### src/hdl/qei_pkg.sv
package qei_pkg;
   localparam int          DATA_W        = 32;
   localparam int          ADDR_W        = 8;
   localparam int          POS_W         = 16;
   localparam int          FILT_W        = 8;
   localparam int          NUM_MOD       = 2;
   localparam int          NUM_IN        = 4;
   localparam int          NUM_LANE      = NUM_MOD * NUM_IN;
   localparam int          IRQ_W         = 6;
   // input kinds inside one module
   localparam int          IN_A          = 0;
   localparam int          IN_B          = 1;
   localparam int          IN_I          = 2;
   localparam int          IN_S          = 3;
   // path select field layout and clock disable bit
   localparam int          LANE_STRIDE   = 8;
   localparam int          SYNC_BIT_OFS  = 0;
   localparam int          FILT_BIT_OFS  = 1;
   localparam int          CLK_DIS_BIT   = 9;
   // interrupt status layout
   localparam int          IRQ_ERR_LSB   = 0;
   localparam int          IRQ_CMP_LSB   = 2;
   localparam int          IRQ_IDX_LSB   = 4;
   // register byte offsets
   localparam logic [7:0]  OFS_CLK_DIS   = 8'h00;
   localparam logic [7:0]  OFS_PATH_SEL  = 8'h04;
   localparam logic [7:0]  OFS_FILT_W    = 8'h08;
   localparam logic [7:0]  OFS_ERR_SEL   = 8'h0c;
   localparam logic [7:0]  OFS_IRQ_STAT  = 8'h10;
   localparam logic [7:0]  OFS_IRQ_CLR   = 8'h14;
   localparam logic [7:0]  OFS_IRQ_EN    = 8'h18;
   localparam logic [7:0]  OFS_POS0      = 8'h1c;
   localparam logic [7:0]  OFS_POS1      = 8'h20;
   localparam logic [7:0]  OFS_CMP0      = 8'h24;
   localparam logic [7:0]  OFS_CMP1      = 8'h28;
   localparam logic [7:0]  OFS_LATCH0    = 8'h2c;
   localparam logic [7:0]  OFS_LATCH1    = 8'h30;
   // reset values
   localparam logic [31:0] RST_CLK_DIS   = 32'h0000_0000;
   localparam logic [31:0] RST_PATH_SEL  = 32'h0101_0101;
   localparam logic [7:0]  RST_FILT_W    = 8'h00;
   localparam logic [POS_W-1:0] RST_POS  = 16'h0000;
   localparam logic [POS_W-1:0] RST_CMP  = 16'hffff;
   // timing: clock period in ns, the rest in peripheral clock cycles at 100 MHz
   localparam int          CLK_PERIOD_NS = 10;
   localparam int          MIN_PULSE_CYC = 2;
   localparam int          COUNT_DLY_CYC = 4;
   localparam int          CMP_DLY_CYC   = 6;

   typedef enum logic [0:0] {
      BUS_IDLE = 1'b0,
      BUS_ACK  = 1'b1
   } bus_state_t;
endpackage : qei_pkg

### src/hdl/input_conditioner.sv
`timescale 1ns/1ps
module input_conditioner (
   input  wire logic                      mclk_i,          // peripheral clock
   input  wire logic                      rst_i,           // sync reset, high
   input  wire logic                      en_i,            // encoder clock running and ce
   input  wire logic                      raw_i,           // pin level
   input  wire logic                      sel_sync_i,      // double-sync path select
   input  wire logic                      sel_filt_i,      // filtered path select
   input  wire logic [qei_pkg::FILT_W-1:0] filter_width_i, // qualification cycles
   output logic                           cond_o           // conditioned level
);
   import qei_pkg::*;

   logic              sync1_reg;
   logic              sync2_reg;
   logic              filt_reg;
   logic [FILT_W-1:0] stab_reg;
   logic              use_filt;

   // both bits clear falls back to the plain path
   assign use_filt = !sel_sync_i && sel_filt_i;

   always_ff @(posedge mclk_i) begin
      if (rst_i) begin
         sync1_reg <= 1'b0;
         sync2_reg <= 1'b0;
      end else if (en_i) begin
         sync1_reg <= raw_i;
         sync2_reg <= sync1_reg;
      end
   end

   // filter sits behind the synchroniser, never on sync1
   always_ff @(posedge mclk_i) begin
      if (rst_i) begin
         filt_reg <= 1'b0;
         stab_reg <= '0;
      end else if (en_i) begin
         if (sync2_reg == filt_reg) begin
            stab_reg <= '0;
         end else if (stab_reg >= filter_width_i) begin
            filt_reg <= sync2_reg;
            stab_reg <= '0;
         end else begin
            stab_reg <= stab_reg + 1'b1;
         end
      end
   end

   always_ff @(posedge mclk_i) begin
      if (rst_i) begin
         cond_o <= 1'b0;
      end else if (en_i) begin
         cond_o <= use_filt ? filt_reg : sync2_reg;
      end
   end

   property p_plain_latency;
      @(posedge mclk_i) disable iff (rst_i)
      (en_i && !use_filt)[*4] |-> cond_o == $past(raw_i, 3);
   endproperty
   a_plain_latency: assert property (p_plain_latency) else $error("plain path latency wrong");

   property p_filt_hold;
      @(posedge mclk_i) disable iff (rst_i)
      (en_i && use_filt && $changed(filt_reg)) |-> $past(stab_reg) >= $past(filter_width_i);
   endproperty
   a_filt_hold: assert property (p_filt_hold) else $error("filter passed an unqualified level");
endmodule : input_conditioner

### src/hdl/quadrature_encoder_integration.sv
// The Avalon-MM register port and the register addresses are this design's own decisions.
`timescale 1ns/1ps
// Overview of operation
// bit 9 disable stops encoder clock domain
// encoder clock runs after reset
// illegal phase transition raises phase error
// mux selects which module's error forwards
// selected error inverted toward timer coprocessor
// phase A path chosen by bits 0,1
// phase B path chosen by bits 8,9
// index path chosen by bits 16,17
// strobe path chosen by bits 24,25
// encoder holds phase periods two cycles minimum
// encoder holds index levels two cycles
// encoder holds strobe levels two cycles
// counter reflects edge within four cycles
// compare sync answers within six cycles
// two flip-flop synchroniser before filter
// both bits clear means plain synchronised path
module quadrature_encoder_integration (
   input  wire logic                        mclk_i,                  // peripheral clock, 100 MHz
   input  wire logic                        rst_i,                   // sync reset, high
   input  wire logic                        ce_i,                    // clock enable, freezes all
   input  wire logic [qei_pkg::ADDR_W-1:0]  avs_address_i,           // byte address
   input  wire logic                        avs_read_i,              // read request
   input  wire logic                        avs_write_i,             // write request
   input  wire logic [qei_pkg::DATA_W-1:0]  avs_writedata_i,         // write data
   input  wire logic [3:0]                  avs_byteenable_i,        // byte lanes
   output logic      [qei_pkg::DATA_W-1:0]  avs_readdata_o,          // read data
   output logic                             avs_waitrequest_o,       // stall
   input  wire logic [qei_pkg::NUM_MOD-1:0] phase_a_in_i,            // phase A pins
   input  wire logic [qei_pkg::NUM_MOD-1:0] phase_b_in_i,            // phase B pins
   input  wire logic [qei_pkg::NUM_MOD-1:0] index_in_i,              // index pins
   input  wire logic [qei_pkg::NUM_MOD-1:0] strobe_in_i,             // strobe pins
   output logic      [qei_pkg::NUM_MOD-1:0] phase_error_out_o,       // per-module phase error
   output logic                             timer_phase_error_n_o,   // to timer coprocessor, inverted
   output logic      [qei_pkg::NUM_MOD-1:0] compare_sync_o,          // position compare sync
   output logic                             irq_o                    // level interrupt
);
   import qei_pkg::*;

   logic [DATA_W-1:0]   clk_dis_reg;
   logic [DATA_W-1:0]   path_sel_reg;
   logic [FILT_W-1:0]   filt_w_reg;
   logic                err_sel_reg;
   logic [IRQ_W-1:0]    irq_stat_reg;
   logic [IRQ_W-1:0]    irq_en_reg;
   logic [POS_W-1:0]    count_reg [NUM_MOD];
   logic [POS_W-1:0]    cmp_reg   [NUM_MOD];
   logic [POS_W-1:0]    latch_reg [NUM_MOD];
   logic [NUM_MOD-1:0]  prev_a_reg;
   logic [NUM_MOD-1:0]  prev_b_reg;
   logic [NUM_MOD-1:0]  prev_i_reg;
   logic [NUM_MOD-1:0]  prev_s_reg;
   logic [NUM_MOD-1:0]  step;
   logic [NUM_MOD-1:0]  up;
   logic [NUM_MOD-1:0]  bad;
   logic [NUM_MOD-1:0]  idx_rise;
   logic [NUM_MOD-1:0]  strb_rise;
   logic [NUM_MOD-1:0]  cmp_hit;
   logic [NUM_LANE-1:0] raw_vec;
   logic [NUM_LANE-1:0] cond_vec;
   logic                enc_en;
   logic                lane_en;
   bus_state_t          bus_state;
   logic [DATA_W-1:0]   rd_next;
   logic                wr_go;
   logic [DATA_W-1:0]   wmask;
   logic [IRQ_W-1:0]    irq_set;
   logic [IRQ_W-1:0]    irq_clr;

   // gating is a freeze of the encoder state, not a gated clock, to stay glitch free
   assign enc_en  = !clk_dis_reg[CLK_DIS_BIT];
   assign lane_en = enc_en && ce_i;

   genvar g;
   generate
      for (g = 0; g < NUM_LANE; g++) begin : g_lane
         localparam int K = g % NUM_IN;
         input_conditioner u_cond (
            .mclk_i         (mclk_i),
            .rst_i          (rst_i),
            .en_i           (lane_en),
            .raw_i          (raw_vec[g]),
            .sel_sync_i     (path_sel_reg[K*LANE_STRIDE+SYNC_BIT_OFS]),
            .sel_filt_i     (path_sel_reg[K*LANE_STRIDE+FILT_BIT_OFS]),
            .filter_width_i (filt_w_reg),
            .cond_o         (cond_vec[g])
         );
      end
   endgenerate

   // encoder modules
   generate
      for (g = 0; g < NUM_MOD; g++) begin : g_mod
         logic a;
         logic b;
         logic ix;
         logic sb;
         assign raw_vec[g*NUM_IN+IN_A] = phase_a_in_i[g];
         assign raw_vec[g*NUM_IN+IN_B] = phase_b_in_i[g];
         assign raw_vec[g*NUM_IN+IN_I] = index_in_i[g];
         assign raw_vec[g*NUM_IN+IN_S] = strobe_in_i[g];
         assign a  = cond_vec[g*NUM_IN+IN_A];
         assign b  = cond_vec[g*NUM_IN+IN_B];
         assign ix = cond_vec[g*NUM_IN+IN_I];
         assign sb = cond_vec[g*NUM_IN+IN_S];
         assign step[g]      = (a ^ prev_a_reg[g]) ^ (b ^ prev_b_reg[g]);
         assign bad[g]       = (a ^ prev_a_reg[g]) & (b ^ prev_b_reg[g]);
         assign up[g]        = a ^ prev_b_reg[g];
         assign idx_rise[g]  = ix && !prev_i_reg[g];
         assign strb_rise[g] = sb && !prev_s_reg[g];
         assign cmp_hit[g]   = count_reg[g] == cmp_reg[g];

         always_ff @(posedge mclk_i) begin
            if (rst_i) begin
               prev_a_reg[g] <= 1'b0;
               prev_b_reg[g] <= 1'b0;
               prev_i_reg[g] <= 1'b0;
               prev_s_reg[g] <= 1'b0;
            end else if (lane_en) begin
               prev_a_reg[g] <= a;
               prev_b_reg[g] <= b;
               prev_i_reg[g] <= ix;
               prev_s_reg[g] <= sb;
            end
         end

         // index wins over a step in the same cycle
         always_ff @(posedge mclk_i) begin
            if (rst_i) begin
               count_reg[g] <= RST_POS;
            end else if (lane_en) begin
               if (idx_rise[g]) begin
                  count_reg[g] <= RST_POS;
               end else if (step[g]) begin
                  count_reg[g] <= up[g] ? count_reg[g] + 1'b1 : count_reg[g] - 1'b1;
               end
            end
         end

         always_ff @(posedge mclk_i) begin
            if (rst_i) begin
               latch_reg[g] <= RST_POS;
            end else if (lane_en && strb_rise[g]) begin
               latch_reg[g] <= count_reg[g];
            end
         end

         always_ff @(posedge mclk_i) begin
            if (rst_i) begin
               phase_error_out_o[g] <= 1'b0;
               compare_sync_o[g]    <= 1'b0;
            end else if (lane_en) begin
               phase_error_out_o[g] <= bad[g];
               compare_sync_o[g]    <= cmp_hit[g];
            end
         end

         property p_step_count;
            @(posedge mclk_i) disable iff (rst_i)
            (lane_en && step[g] && !idx_rise[g]) |=> count_reg[g] != $past(count_reg[g]);
         endproperty
         a_step_count: assert property (p_step_count) else $error("step did not move counter");

         property p_frozen;
            @(posedge mclk_i) disable iff (rst_i)
            !lane_en |=> $stable(count_reg[g]) && $stable(phase_error_out_o[g]);
         endproperty
         a_frozen: assert property (p_frozen) else $error("encoder moved while its clock was off");

         property p_err;
            @(posedge mclk_i) disable iff (rst_i)
            (lane_en && bad[g]) |=> phase_error_out_o[g] ##1 (!$past(lane_en) || irq_stat_reg[IRQ_ERR_LSB+g]);
         endproperty
         a_err: assert property (p_err) else $error("phase error not flagged");

         property p_cmp;
            @(posedge mclk_i) disable iff (rst_i)
            (lane_en && cmp_hit[g]) |=> compare_sync_o[g];
         endproperty
         a_cmp: assert property (p_cmp) else $error("compare sync missed");

         property p_cmp_low;
            @(posedge mclk_i) disable iff (rst_i)
            (lane_en && !cmp_hit[g]) |=> !compare_sync_o[g];
         endproperty
         a_cmp_low: assert property (p_cmp_low) else $error("compare sync without a match");
      end
   endgenerate

   // forwarded error follows the selected module's error one cycle later, low-active toward the timer
   always_ff @(posedge mclk_i) begin
      if (rst_i) begin
         timer_phase_error_n_o <= 1'b1;
      end else if (ce_i) begin
         timer_phase_error_n_o <= !(err_sel_reg ? phase_error_out_o[1] : phase_error_out_o[0]);
      end
   end

   property p_err_route;
      @(posedge mclk_i) disable iff (rst_i)
      (ce_i && phase_error_out_o[err_sel_reg]) |=> !timer_phase_error_n_o;
   endproperty
   a_err_route: assert property (p_err_route) else $error("selected error not forwarded inverted");

   property p_err_idle;
      @(posedge mclk_i) disable iff (rst_i)
      (ce_i && !phase_error_out_o[err_sel_reg]) |=> timer_phase_error_n_o;
   endproperty
   a_err_idle: assert property (p_err_idle) else $error("timer error without selected error");

   // register bus
   always_comb begin
      wmask = {{8{avs_byteenable_i[3]}}, {8{avs_byteenable_i[2]}},
               {8{avs_byteenable_i[1]}}, {8{avs_byteenable_i[0]}}};
   end

   // first edge loads read data and drops waitrequest; second edge commits
   assign wr_go = avs_write_i && (bus_state == BUS_ACK);

   always_ff @(posedge mclk_i) begin
      if (rst_i) begin
         bus_state         <= BUS_IDLE;
         avs_waitrequest_o <= 1'b1;
         avs_readdata_o    <= '0;
      end else if (ce_i) begin
         case (bus_state)
            BUS_IDLE: begin
               if (avs_read_i || avs_write_i) begin
                  bus_state         <= BUS_ACK;
                  avs_waitrequest_o <= 1'b0;
                  avs_readdata_o    <= rd_next;
               end
            end
            BUS_ACK: begin
               bus_state         <= BUS_IDLE;
               avs_waitrequest_o <= 1'b1;
            end
            default: begin
               bus_state         <= BUS_IDLE;
               avs_waitrequest_o <= 1'b1;
            end
         endcase
      end
   end

   always_comb begin
      rd_next = '0;
      if (avs_address_i == OFS_CLK_DIS) begin
         rd_next = clk_dis_reg;
      end else if (avs_address_i == OFS_PATH_SEL) begin
         rd_next = path_sel_reg;
      end else if (avs_address_i == OFS_FILT_W) begin
         rd_next[FILT_W-1:0] = filt_w_reg;
      end else if (avs_address_i == OFS_ERR_SEL) begin
         rd_next[0] = err_sel_reg;
      end else if (avs_address_i == OFS_IRQ_STAT) begin
         rd_next[IRQ_W-1:0] = irq_stat_reg;
      end else if (avs_address_i == OFS_IRQ_EN) begin
         rd_next[IRQ_W-1:0] = irq_en_reg;
      end else if (avs_address_i == OFS_POS0) begin
         rd_next[POS_W-1:0] = count_reg[0];
      end else if (avs_address_i == OFS_POS1) begin
         rd_next[POS_W-1:0] = count_reg[1];
      end else if (avs_address_i == OFS_CMP0) begin
         rd_next[POS_W-1:0] = cmp_reg[0];
      end else if (avs_address_i == OFS_CMP1) begin
         rd_next[POS_W-1:0] = cmp_reg[1];
      end else if (avs_address_i == OFS_LATCH0) begin
         rd_next[POS_W-1:0] = latch_reg[0];
      end else if (avs_address_i == OFS_LATCH1) begin
         rd_next[POS_W-1:0] = latch_reg[1];
      end
   end

   always_ff @(posedge mclk_i) begin
      if (rst_i) begin
         clk_dis_reg  <= RST_CLK_DIS;
         path_sel_reg <= RST_PATH_SEL;
         filt_w_reg   <= RST_FILT_W;
         err_sel_reg  <= 1'b0;
         irq_en_reg   <= '0;
         cmp_reg[0]   <= RST_CMP;
         cmp_reg[1]   <= RST_CMP;
      end else if (ce_i && wr_go) begin
         if (avs_address_i == OFS_CLK_DIS) begin
            clk_dis_reg <= (clk_dis_reg & ~wmask) | (avs_writedata_i & wmask);
         end else if (avs_address_i == OFS_PATH_SEL) begin
            path_sel_reg <= (path_sel_reg & ~wmask) | (avs_writedata_i & wmask);
         end else if (avs_address_i == OFS_FILT_W && avs_byteenable_i[0]) begin
            filt_w_reg <= avs_writedata_i[FILT_W-1:0];
         end else if (avs_address_i == OFS_ERR_SEL && avs_byteenable_i[0]) begin
            err_sel_reg <= avs_writedata_i[0];
         end else if (avs_address_i == OFS_IRQ_EN && avs_byteenable_i[0]) begin
            irq_en_reg <= avs_writedata_i[IRQ_W-1:0];
         end else if (avs_address_i == OFS_CMP0) begin
            cmp_reg[0] <= (cmp_reg[0] & ~wmask[POS_W-1:0]) | (avs_writedata_i[POS_W-1:0] & wmask[POS_W-1:0]);
         end else if (avs_address_i == OFS_CMP1) begin
            cmp_reg[1] <= (cmp_reg[1] & ~wmask[POS_W-1:0]) | (avs_writedata_i[POS_W-1:0] & wmask[POS_W-1:0]);
         end
      end
   end

   // interrupts, set wins over clear
   always_comb begin
      irq_set = {idx_rise & {NUM_MOD{lane_en}}, cmp_hit & {NUM_MOD{lane_en}}, phase_error_out_o & {NUM_MOD{lane_en}}};
      irq_clr = '0;
      if (wr_go && avs_address_i == OFS_IRQ_CLR && avs_byteenable_i[0]) begin
         irq_clr = avs_writedata_i[IRQ_W-1:0];
      end
   end

   always_ff @(posedge mclk_i) begin
      if (rst_i) begin
         irq_stat_reg <= '0;
         irq_o        <= 1'b0;
      end else if (ce_i) begin
         irq_stat_reg <= (irq_stat_reg & ~irq_clr) | irq_set;
         irq_o        <= |(((irq_stat_reg & ~irq_clr) | irq_set) & irq_en_reg);
      end
   end

   property p_set_wins;
      @(posedge mclk_i) disable iff (rst_i)
      (ce_i && irq_set[IRQ_ERR_LSB] && irq_clr[IRQ_ERR_LSB]) |=> irq_stat_reg[IRQ_ERR_LSB];
   endproperty
   a_set_wins: assert property (p_set_wins) else $error("error event lost to clear");

   property p_set_wins_cmp;
      @(posedge mclk_i) disable iff (rst_i)
      (ce_i && irq_set[IRQ_CMP_LSB] && irq_clr[IRQ_CMP_LSB]) |=> irq_stat_reg[IRQ_CMP_LSB];
   endproperty
   a_set_wins_cmp: assert property (p_set_wins_cmp) else $error("compare event lost to clear");

   property p_reset_run;
      @(posedge mclk_i) disable iff (rst_i)
      $fell(rst_i) |-> !clk_dis_reg[CLK_DIS_BIT] && enc_en;
   endproperty
   a_reset_run: assert property (p_reset_run) else $error("encoder clock off after reset");

   property p_bus_ack;
      @(posedge mclk_i) disable iff (rst_i)
      (ce_i && (avs_read_i || avs_write_i) && avs_waitrequest_o) |=>
         !avs_waitrequest_o ##1 (!$past(ce_i) || avs_waitrequest_o);
   endproperty
   a_bus_ack: assert property (p_bus_ack) else $error("bus answer timing wrong");
endmodule : quadrature_encoder_integration

### config.mk
export PLATFORM = sky130hd
export DESIGN_NAME = quadrature_encoder_integration
export DESIGN_NICKNAME = d
export VERILOG_FILES = /design/src/hdl/qei_pkg.sv /design/src/hdl/input_conditioner.sv /design/src/hdl/quadrature_encoder_integration.sv
export SDC_FILE = /design/constraint.sdc
export NUM_CORES = 1
export LEC_CHECK = 0
export BUFFER_PORTS_ARGS = -buffer_cell sky130_fd_sc_hd__buf_2
export CAP_MARGIN = 25
export CORE_MARGIN = 3
export CORE_UTILIZATION = 27
export DETAILED_ROUTE_END_ITERATION = 8
export GPL_TIMING_DRIVEN = 0
export HOLD_SLACK_MARGIN = 0.06
export PLACE_DENSITY = 0.51
export REMOVE_ABC_BUFFERS = 1
export SYNTH_ARGS = -nofsm -noshare
export SYNTH_HDL_FRONTEND = slang
export SYNTH_SLANG_ARGS = --single-unit
export TNS_END_PERCENT = 30
### constraint.sdc
create_clock -name mclk_i -period 3.49 [get_ports mclk_i]
set_input_delay 0.1745 -clock mclk_i [delete_from_list [all_inputs] [get_ports mclk_i]]
set_output_delay 0.1745 -clock mclk_i [all_outputs]
set_load 0.03 [all_outputs]
==> metrics, run 1 <==
Avg WL per Cell 18.8 um; worst setup path category reg -> reg; Routed Wire Length 54,300 um; Startpoint Class flop; # IOs 96; routed via count 14,606; TritonCTS buffer count 40; Worst slew margin 0.270; layout overhead on the synthesized area 17.8%; DIE AREA 67,700 sq um; number of flops mapped to enable cells by yosys 96; Leak 7.81 nW; Final Hold Fails 0; Remaining DRCs 0; VDD IR max 0.294 mV; Util after Layout 0.324; Reg clk slew, reported paths 0.06 ns; Final Max Slew Viols 0; synth warn 0; commonest non-fill, non-tap cell in the layout dfxtp_1; RSZ-0062 raised after global routing no; H-tree levels 2; vias per inst 5.06; R2R setup slack 0.31 ns; initial antenna violation count 3; num rows 92; clk sinks 325; Setup Skew 0.00904 ns; outcome finished, final reports clean; commonest non-fill, non-tap cells in the layout dfxtp_1, nor2_1, o21ai_0; root buf cell clkbuf_16; min Tclk post-route 3.18 ns; CP Max Fanout 7; Core ar. 63,500 sq um; cell count after synthesis 1,914; setup violators final 0; largest cells by area after synthesis dfxtp_1, edfxtp_1, ha_1, mux2i_1, o21ai_0; IO Port Bufs 95; CTS tree built; Worst Hold Margin 0.164 ns; ys async rst share 0; Top FF cell, synth dfxtp_1; critical path arrival 3.46 ns; Synth Area per Inst 9.12 sq um; #FFs+latches synth 325; endpoint class of the critical path flop; grt total ovfl 0; RR Endpoint count_reg[1][15]; die width 260 um; Max-Cap Viols 0; hold path depth 2; post-synth top area cell dfxtp_1; Critical Path Source g_lane[4].u_cond.cond_o; ratio of total power to cell area 451 nW/um^2; Die Ht 260 um; register area share after synthesis 0.428; share of post-route cells with drive strength above 1 0.105; clk_lat worst skew 0.55 ns; CTS max path bufs 3; final clock period utilization by the worst path 0.911; vias in the first global route 14,002; total track usage 0.158; Synth cell types 72; actual slew at the worst max-slew pin 1.10 ns; HPWL Detailed 37,800 um; initial DRC count 1,043; Synth Cell Area 17,500 sq um; fill cell count 6,575; DR pass1 iterations 5; Routability Congestion 0.828; R2R depth 11; Critical Path RT 3.77 ns; Initial Util 0.275; critical register-to-register path startpoint g_lane[4].u_cond.cond_o; CP Capture Point count_reg[1][15]; post-synth top area share 0.263; HP Class in -> reg; Final ANT Viol Nets 0; largest net degree at the start of global routing 99; first-pass GRT wire length 83,100 um; Final nets 2,173; hold path start avs_byteenable_i[1]; Fmax achieved 315 MHz
[area by class of cell]
type | instances | area (sq um) | area share
diodes | 1 | 2.50 | 0.000122
clock buffers | 56 | 1140 | 0.0555
clock inverters | 14 | 91.3 | 0.00444
inverters | 68 | 259 | 0.0126
multi-input cells | 1425 | 9400 | 0.457
flip-flops and latches | 325 | 7470 | 0.363
well taps | 846 | 1060 | 0.0515
repair buffers | 152 | 1150 | 0.0559
[report_power, final]
part           switching, W  internal (W)
sequential         0.000122       0.00400
clock               0.00164       0.00234
combinational      0.000716      0.000448
[metal layers]
metal  vias up  global-route usage  part of all wire
li1       7083                   -                 -
met1      7050               0.215              0.46
met2       386               0.260              0.46
met3        83              0.0276             0.058
met4         4              0.0379             0.020
met5         -                   0           0.00050
[kinds of logic after synthesis]
group	Yosys count	synth area share
buffers and inverters	164	0.0371
XOR/XNOR	92	0.0462
AO/OA/AOI/OAI	527	0.188
adder cells (fa/ha/maj)	104	0.0754
flip-flops	325	0.428
AND/OR/NAND/NOR	601	0.167
multiplexers	101	0.0587
[repair_timing]
item                                    4_1_cts  5_1_grt
hold endpoints to repair                    119        0
endpoints found under the setup margin        8       23
gates resized for setup                       2        4
buffers inserted                              2        0
hold buffers                                 43        0
[metrics by stage]
| stage | area [sq um] | setup slack (ns) | total power, W | instances | TNS, ns |
|---|---|---|---|---|---|
| 2_1_floorplan | 17100 | -0.183 | 0.00487 | 1818 | -0.985 |
| 3_3_place_gp | 18600 | -4.32 | 0.00527 | 2759 | -729.78 |
| 3_5_place_dp | 18800 | -0.386 | 0.00531 | 2769 | -1.41 |
| 4_1_cts | 20500 | 0.0965 | 0.00937 | 2884 | 0 |
| 5_1_grt | 20600 | 0.0734 | 0.00966 | 2886 | 0 |
| 6_report | 20600 | 0.312 | 0.00927 | 2887 | 0 |
[worst min-delay path by stage]
stage	end
after floorplan	flop
after detailed placement	g_lane[4].u_cond.sync1_reg
after CTS	cmp_reg[0][29]
final	cmp_reg[0][13]
after global placement	flop
after global routing	cmp_reg[0][26]
[cell usage after synthesis, types with 5 or more instances]
master and n:
dfxtp_1 229, nor2_1 186, o21ai_0 169, nand2_1 166
a21oi_1 138, ha_1 102, edfxtp_1 96, mux2i_1 90
clkbuf_1 72, inv_1 67, xor2_1 50, nand3_1 46
a21o_1 45, xnor2_1 42, nor3_1 37, and2_1 36
nand2b_1 29, a22oi_1 28, a221oi_1 26, and3_1 20
a211oi_1 17, nor2b_1 15, nor3b_1 15, o21a_1 15
buf_2 14, a22o_1 12, a31oi_1 11, mux2_2 11
nor4_1 11, o211ai_1 9, o221ai_1 9, o22ai_1 8
buf_1 7, nand4_1 7, nor2_2 7, or4_1 7
a2bb2oi_1 5
[critical path, cell delays in order, from the launching register on]
cell,delay (ns)
dfxtp_1,0.48
xor2_4,0.34
clkinvlp_4,0.21
buf_4,0.20
ha_1,0.36
a21o_1,0.18
a21o_1,0.19
a21oi_1,0.22
o21ai_0,0.22
a31oi_1,0.30
xnor2_1,0.16
nor2_1,0.05
(Power assumes the default switching activity.)
==> inputs of run 2 (changes only) <==
- CTS_BUF_LIST: not set -> sky130_fd_sc_hd__clkbuf_2
==> metrics, run 2 (synthesized netlist as in run 1, its figures left out) <==
# IOs 96 (unchanged); share of post-route cells with drive strength above 1 0.135 (was 0.105); Initial Util 0.275 (unchanged); Final Hold Fails 0 (unchanged); VDD IR max 0.178 mV (was 0.294 mV); TritonCTS buffer count 92 (was 40); endpoint class of the critical path flop (unchanged); CP Max Fanout 98 (was 7); clk sinks 325 (unchanged); Reg power frac 0.500 (was 0.445); HPWL Detailed 37,800 um (unchanged); die width 260 um (unchanged); clock network fraction of total power 0.346 (was 0.430); vias in the first global route 15,386 (was 14,002); clk_lat worst skew 1.09 ns (was 0.55 ns); Core ar. 63,500 sq um (unchanged); num rows 92 (unchanged); commonest non-fill, non-tap cells in the layout dfxtp_1, nor2_1, dlygate4sd3_1 (was dfxtp_1, nor2_1, o21ai_0); internal power 0.00564 W (was 0.00679 W); layout overhead on the synthesized area 23.0% (was 17.8%); DIE AREA 67,700 sq um (unchanged); final clock period utilization by the worst path 0.960 (was 0.911); Util after Layout 0.338 (was 0.324); grt total ovfl 0 (unchanged); Worst slew margin 0.297 (was 0.270); Avg WL per Cell 18.6 um (was 18.8 um); HP Class in -> reg (unchanged); root buf cell clkbuf_2 (was clkbuf_16); Startpoint Class primary input (was flop); min Tclk post-route 3.35 ns (was 3.18 ns); ratio of total power to cell area 384 nW/um^2 (was 451 nW/um^2); largest net degree at the start of global routing 99 (unchanged); CTS max path bufs 3 (unchanged); final worst slack 0.140 ns (was 0.312 ns); DP Worst Slack -0.386 ns (unchanged); Leak 8.39 nW (was 7.81 nW); total track usage 0.169 (was 0.158); Final nets 2,356 (was 2,173); Remaining DRCs 0 (unchanged); vias per inst 5.01 (was 5.06); critical path arrival 4.26 ns (was 3.46 ns); Final ANT Viol Nets 0 (unchanged); actual slew at the worst max-slew pin 1.05 ns (was 1.10 ns); CTS tree built (unchanged); initial antenna violation count 4 (was 3); Routed Wire Length 58,000 um (was 54,300 um); Final Max Slew Viols 0 (unchanged); first-pass GRT wire length 88,500 um (was 83,100 um); outcome finished, final reports clean (unchanged); commonest non-fill, non-tap cell in the layout dfxtp_1 (unchanged); combinational share of power 0.154 (was 0.126); Reg clk slew, reported paths 0.11 ns (was 0.06 ns); IO Port Bufs 95 (unchanged); Setup Skew 0.0900 ns (was 0.00904 ns); sw power 0.00260 W (was 0.00248 W); routed via count 15,600 (was 14,606); setup violators final 0 (unchanged); initial DRC count 1,233 (was 1,043); setup_tns 0 ns (unchanged); worst setup path category in -> reg (was reg -> reg); Max-Cap Viols 0 (unchanged); Die Ht 260 um (unchanged); Pwr Total 0.00824 W (was 0.00927 W); H-tree levels 3 (was 2); Worst Hold Margin 0.177 ns (was 0.164 ns); R2R setup slack 0.29 ns (was 0.31 ns); Routability Congestion 0.828 (unchanged); DR pass1 iterations 5 (unchanged); fill cell count 6,601 (was 6,575); sw frac 0.316 (was 0.268); Critical Path RT 4.40 ns (was 3.77 ns); Fmax achieved 298 MHz (was 315 MHz)
==> run 2: cell count changes in the layout (fill, tap and decap cells not counted), sizes merged, moves of 2 or more <==
cell | previous run | this run
dlygate4sd3 | 43 | 170
clkbuf | 56 | 137
clkinv | 12 | 25
buf | 109 | 113
inv | 66 | 70
clkinvlp | 3 | 1
==> run 2: routing by layer <==
metal  up-vias  global-route usage  share of wire
met5         -                   0        0.00022
met4         2              0.0607          0.024
met3       104              0.0401          0.068
met2       507               0.273           0.46
met1      7476               0.220           0.45
li1       7511                   -              -
==> run 2: final timing paths <==
| path | endpoint | cells after the start | startpoint |
|---|---|---|---|
| setup / recovery | g_lane[5].u_cond.stab_reg[4] | 9 | rst_i |
| hold reg to reg | prev_i_reg[0] | 2 | prev_i_reg[0] |
| setup reg to reg | count_reg[1][15] | 11 | prev_b_reg[1] |
| hold / removal | avs_readdata_o[14] | 7 | avs_address_i[0] |
==> run 2: what timing repair did <==
item,4_1_cts,5_1_grt
resized for setup,1,4
hold buffers,171,0
endpoints found under the hold margin,211,0
endpoints found under the setup margin,8,10
setup buffers,0,5
pin swaps,0,1
==> run 2: area by class of cell <==
| type | count | area, sq um | area share |
|---|---|---|---|
| Antenna cell | 2 | 5.00 | 0.000233 |
| Clock buffer | 137 | 686 | 0.0319 |
| Clock inverter | 29 | 138 | 0.00641 |
| Inverter | 68 | 259 | 0.0121 |
| Multi-Input combinational cell | 1425 | 9400 | 0.438 |
| Sequential cell | 325 | 7470 | 0.348 |
| Tap cell | 846 | 1060 | 0.0493 |
| Timing Repair Buffer | 283 | 2460 | 0.115 |
==> run 2: per-stage QoR <==
stage | cell area, sq um | instances
6_report | 21500 | 3115
5_1_grt | 21500 | 3114
4_1_cts | 21400 | 3106
3_5_place_dp | 18800 | 2769
3_3_place_gp | 18600 | 2759
2_1_floorplan | 17100 | 1818
==> run 2: critical path, stage by stage <==
cell	delay [ns]
dlygate4sd3_1	0.52
dlygate4sd3_1	0.56
buf_6	0.29
buf_16	0.34
clkinv_1	0.63
buf_16	0.37
nand2_1	0.75
o21ai_0	0.21
a21o_1	0.23
==> run 2: power by group through the flow <==
stage	Sequential (W)	Clock [W]	Combinational, W
after floorplan	0.00420	0	0.000671
after global placement	0.00420	0	0.00107
after detailed placement	0.00420	0	0.00111
after CTS	0.00411	0.00298	0.00125
after global routing	0.00413	0.00317	0.00140
final	0.00412	0.00285	0.00127
==> inputs of run 3 (changes only) <==
- PLACE_DENSITY: 0.51 -> 0.52
- clock period: 3.49 -> 2.8 ns (I/O delays scaled with it)
==> metrics, run 3 (synthesized netlist as in run 1, its figures left out) <==
outcome complete, but fails checks (was finished, final reports clean); violated checks setup timing; critical path arrival 3.77 ns (was 4.26 ns); critical register-to-register path startpoint g_lane[0].u_cond.cond_o (was prev_b_reg[1]); Crit path max-delay family buffers and inverters (unchanged); Remaining DRCs 0 (unchanged); final clock period utilization by the worst path 1.02; Routability Congestion 0.854 (was 0.828); Final Max Slew Viols 0 (unchanged); grt total ovfl 0 (unchanged); critical path depth 9 (unchanged); TritonCTS buffer count 91 (was 92); worst setup path category in -> reg (unchanged); endpoint class of the critical path flop (unchanged); Setup Skew 0.0972 ns (was 0.0900 ns); DR pass1 iterations 5 (unchanged); HP Class in -> reg (unchanged); Die Ht 260 um (unchanged); vias in the first global route 15,397 (was 15,386); Pwr Total 0.0103 W (was 0.00824 W); final worst slack -0.0485 ns (was 0.140 ns); Critical Path RT 3.72 ns (was 4.40 ns); ratio of total power to cell area 475 nW/um^2 (was 384 nW/um^2); Fmax achieved 351 MHz; HPWL Detailed 38,100 um (was 37,800 um); R2R depth 10 (was 11); # IOs 96 (unchanged); CP Max Fanout 16 (was 98); Critical Path Source avs_address_i[2] (was rst_i); Worst Path Buf+Inv 4 (was 6); actual slew at the worst max-slew pin 1.06 ns (was 1.05 ns); Worst slew margin 0.291 (was 0.297); largest net degree at the start of global routing 90 (was 99); first-pass GRT wire length 90,000 um (was 88,500 um); most used cell, CP dlygate4sd3_1; initial antenna violation count 2 (was 4); R2R setup slack 0.06 ns (was 0.29 ns); busiest layer in global routing met2 (unchanged); setup violators final 9 (was 0); die width 260 um (unchanged); Leak 8.45 nW (was 8.39 nW); DIE AREA 67,700 sq um (unchanged); RR Endpoint count_reg[0][15] (was count_reg[1][15]); crit-path max cell delay 0.78 ns (was 0.75 ns); clk_lat worst skew 1.10 ns (was 1.09 ns); Final Hold Fails 0 (unchanged); commonest non-fill, non-tap cells in the layout dfxtp_1, nor2_1, nand2_1 (was dfxtp_1, nor2_1, dlygate4sd3_1); met1 usage in global routing 0.221 (was 0.220); Reg clk slew, reported paths 0.09 ns (was 0.11 ns); VDD IR max 0.277 mV (was 0.178 mV); Startpoint Class primary input (unchanged); DP Worst Slack -0.969 ns (was -0.386 ns); share of post-route cells with drive strength above 1 0.157 (was 0.135); num rows 92 (unchanged); Initial Util 0.275 (unchanged); CTS tree built (unchanged); CTS max path bufs 3 (unchanged); H-tree levels 3 (unchanged); GR Layer Usage met2 0.277 (was 0.273); Max-Cap Viols 0 (unchanged); worst-path cell chain buf_2 > nor4b_2 > dlygate4sd3_1 > buf_4 > nand2_1 > nor2_2 > dlygate4sd3_1 > mux2i_1 > nor2_1 (was dlygate4sd3_1 > dlygate4sd3_1 > buf_6 > buf_16 > clkinv_1 > buf_16 > nand2_1 > o21ai_0 > a21o_1); commonest non-fill, non-tap cell in the layout dfxtp_1 (unchanged); M3 GR Usage 0.0382 (was 0.0401); IO Port Bufs 95 (unchanged); layout overhead on the synthesized area 24.6% (was 23.0%); Routed Wire Length 58,900 um (was 58,000 um); Worst Hold Margin 0.202 ns (was 0.177 ns); RSZ-0062 raised after global routing yes; Core ar. 63,500 sq um (unchanged); root buf cell clkbuf_2 (unchanged); clk sinks 325 (unchanged); Final nets 2,365 (was 2,356); Avg WL per Cell 18.9 um (was 18.6 um); initial DRC count 1,079 (was 1,233); vias per inst 5.08 (was 5.01); total track usage 0.171 (was 0.169); routed via count 15,871 (was 15,600); Final ANT Viol Nets 0 (unchanged); min Tclk post-route 2.85 ns; slowest CP cell dlygate4sd3_1 (was nand2_1)
## run 3: changes by cell type in the layout (fill, tap and decap cells not counted), sizes merged
cell         change
clkinvlp         +2
clkinv           -3
buf             +21
dlygate4sd3     -11
clkbuf           +2
inv              -2
## run 3: worst min-delay path by stage
stage                   startpoint                  to  cells past startpoint
2_1_floorplan                rst_i                flop                      1
3_3_place_gp   avs_writedata_i[16]                flop                      3
3_5_place_dp   avs_writedata_i[16]                flop                      3
4_1_cts           avs_address_i[2]  avs_readdata_o[12]                      7
5_1_grt         avs_writedata_i[3]               irq_o                      6
6_report          avs_address_i[2]  avs_readdata_o[12]                      7
## run 3: area by class of cell
class | instances | area (sq um)
Fill cell | 6620 | 41800
Multi-Input combinational cell | 1425 | 9530
Sequential cell | 325 | 7480
Timing Repair Buffer | 293 | 2580
Tap cell | 846 | 1060
Clock buffer | 139 | 696
Inverter | 68 | 263
Clock inverter | 26 | 128
Antenna cell | 2 | 5.00
## run 3: power by group
group | internal [W] | total [W] | leakage, nW | switching, W
Combinational | 0.000686 | 0.00166 | 5.07 | 0.000975
Clock | 0.00141 | 0.00354 | 0.637 | 0.00214
Sequential | 0.00498 | 0.00513 | 2.75 | 0.000150
Total | 0.00707 | 0.0103 | 8.45 | 0.00326
## run 3: per-layer routing
layer | wire [um] | part of all wire | vias to the layer above
li1 | - | - | 7528
met1 | 25600 | 0.44 | 7680
met2 | 27500 | 0.47 | 547
met3 | 4110 | 0.070 | 114
met4 | 1610 | 0.027 | 2
met5 | 13 | 0.00022 | -
## run 3: tightest hold or removal path, stage by stage
cell and delay, ns:
buf_2 0.25, a2bb2oi_1 0.19, o21ai_0 0.15, a21oi_1 0.07
o221ai_1 0.20, o21ai_0 0.09, nor2_1 0.07
## run 3: through the flow
stage	instances	instance area [sq um]	setup TNS, ns	util
6_report	3124	21700	-0.186	0.342
5_1_grt	3123	21700	-0.663	0.342
4_1_cts	3107	21500	-0.000645	0.339
3_5_place_dp	2771	18900	-55.20	0.297
3_3_place_gp	2759	18600	-977.26	0.293
2_1_floorplan	1818	17100	-34.92	-
## run 3: timing repair
action,CTS,global route
setup endpoints to repair,92,54
cloned,0,0
hold buffers,160,0
pin swaps,9,8
hold endpoints to repair,229,0
gates resized for setup,31,14
buffers inserted,11,14
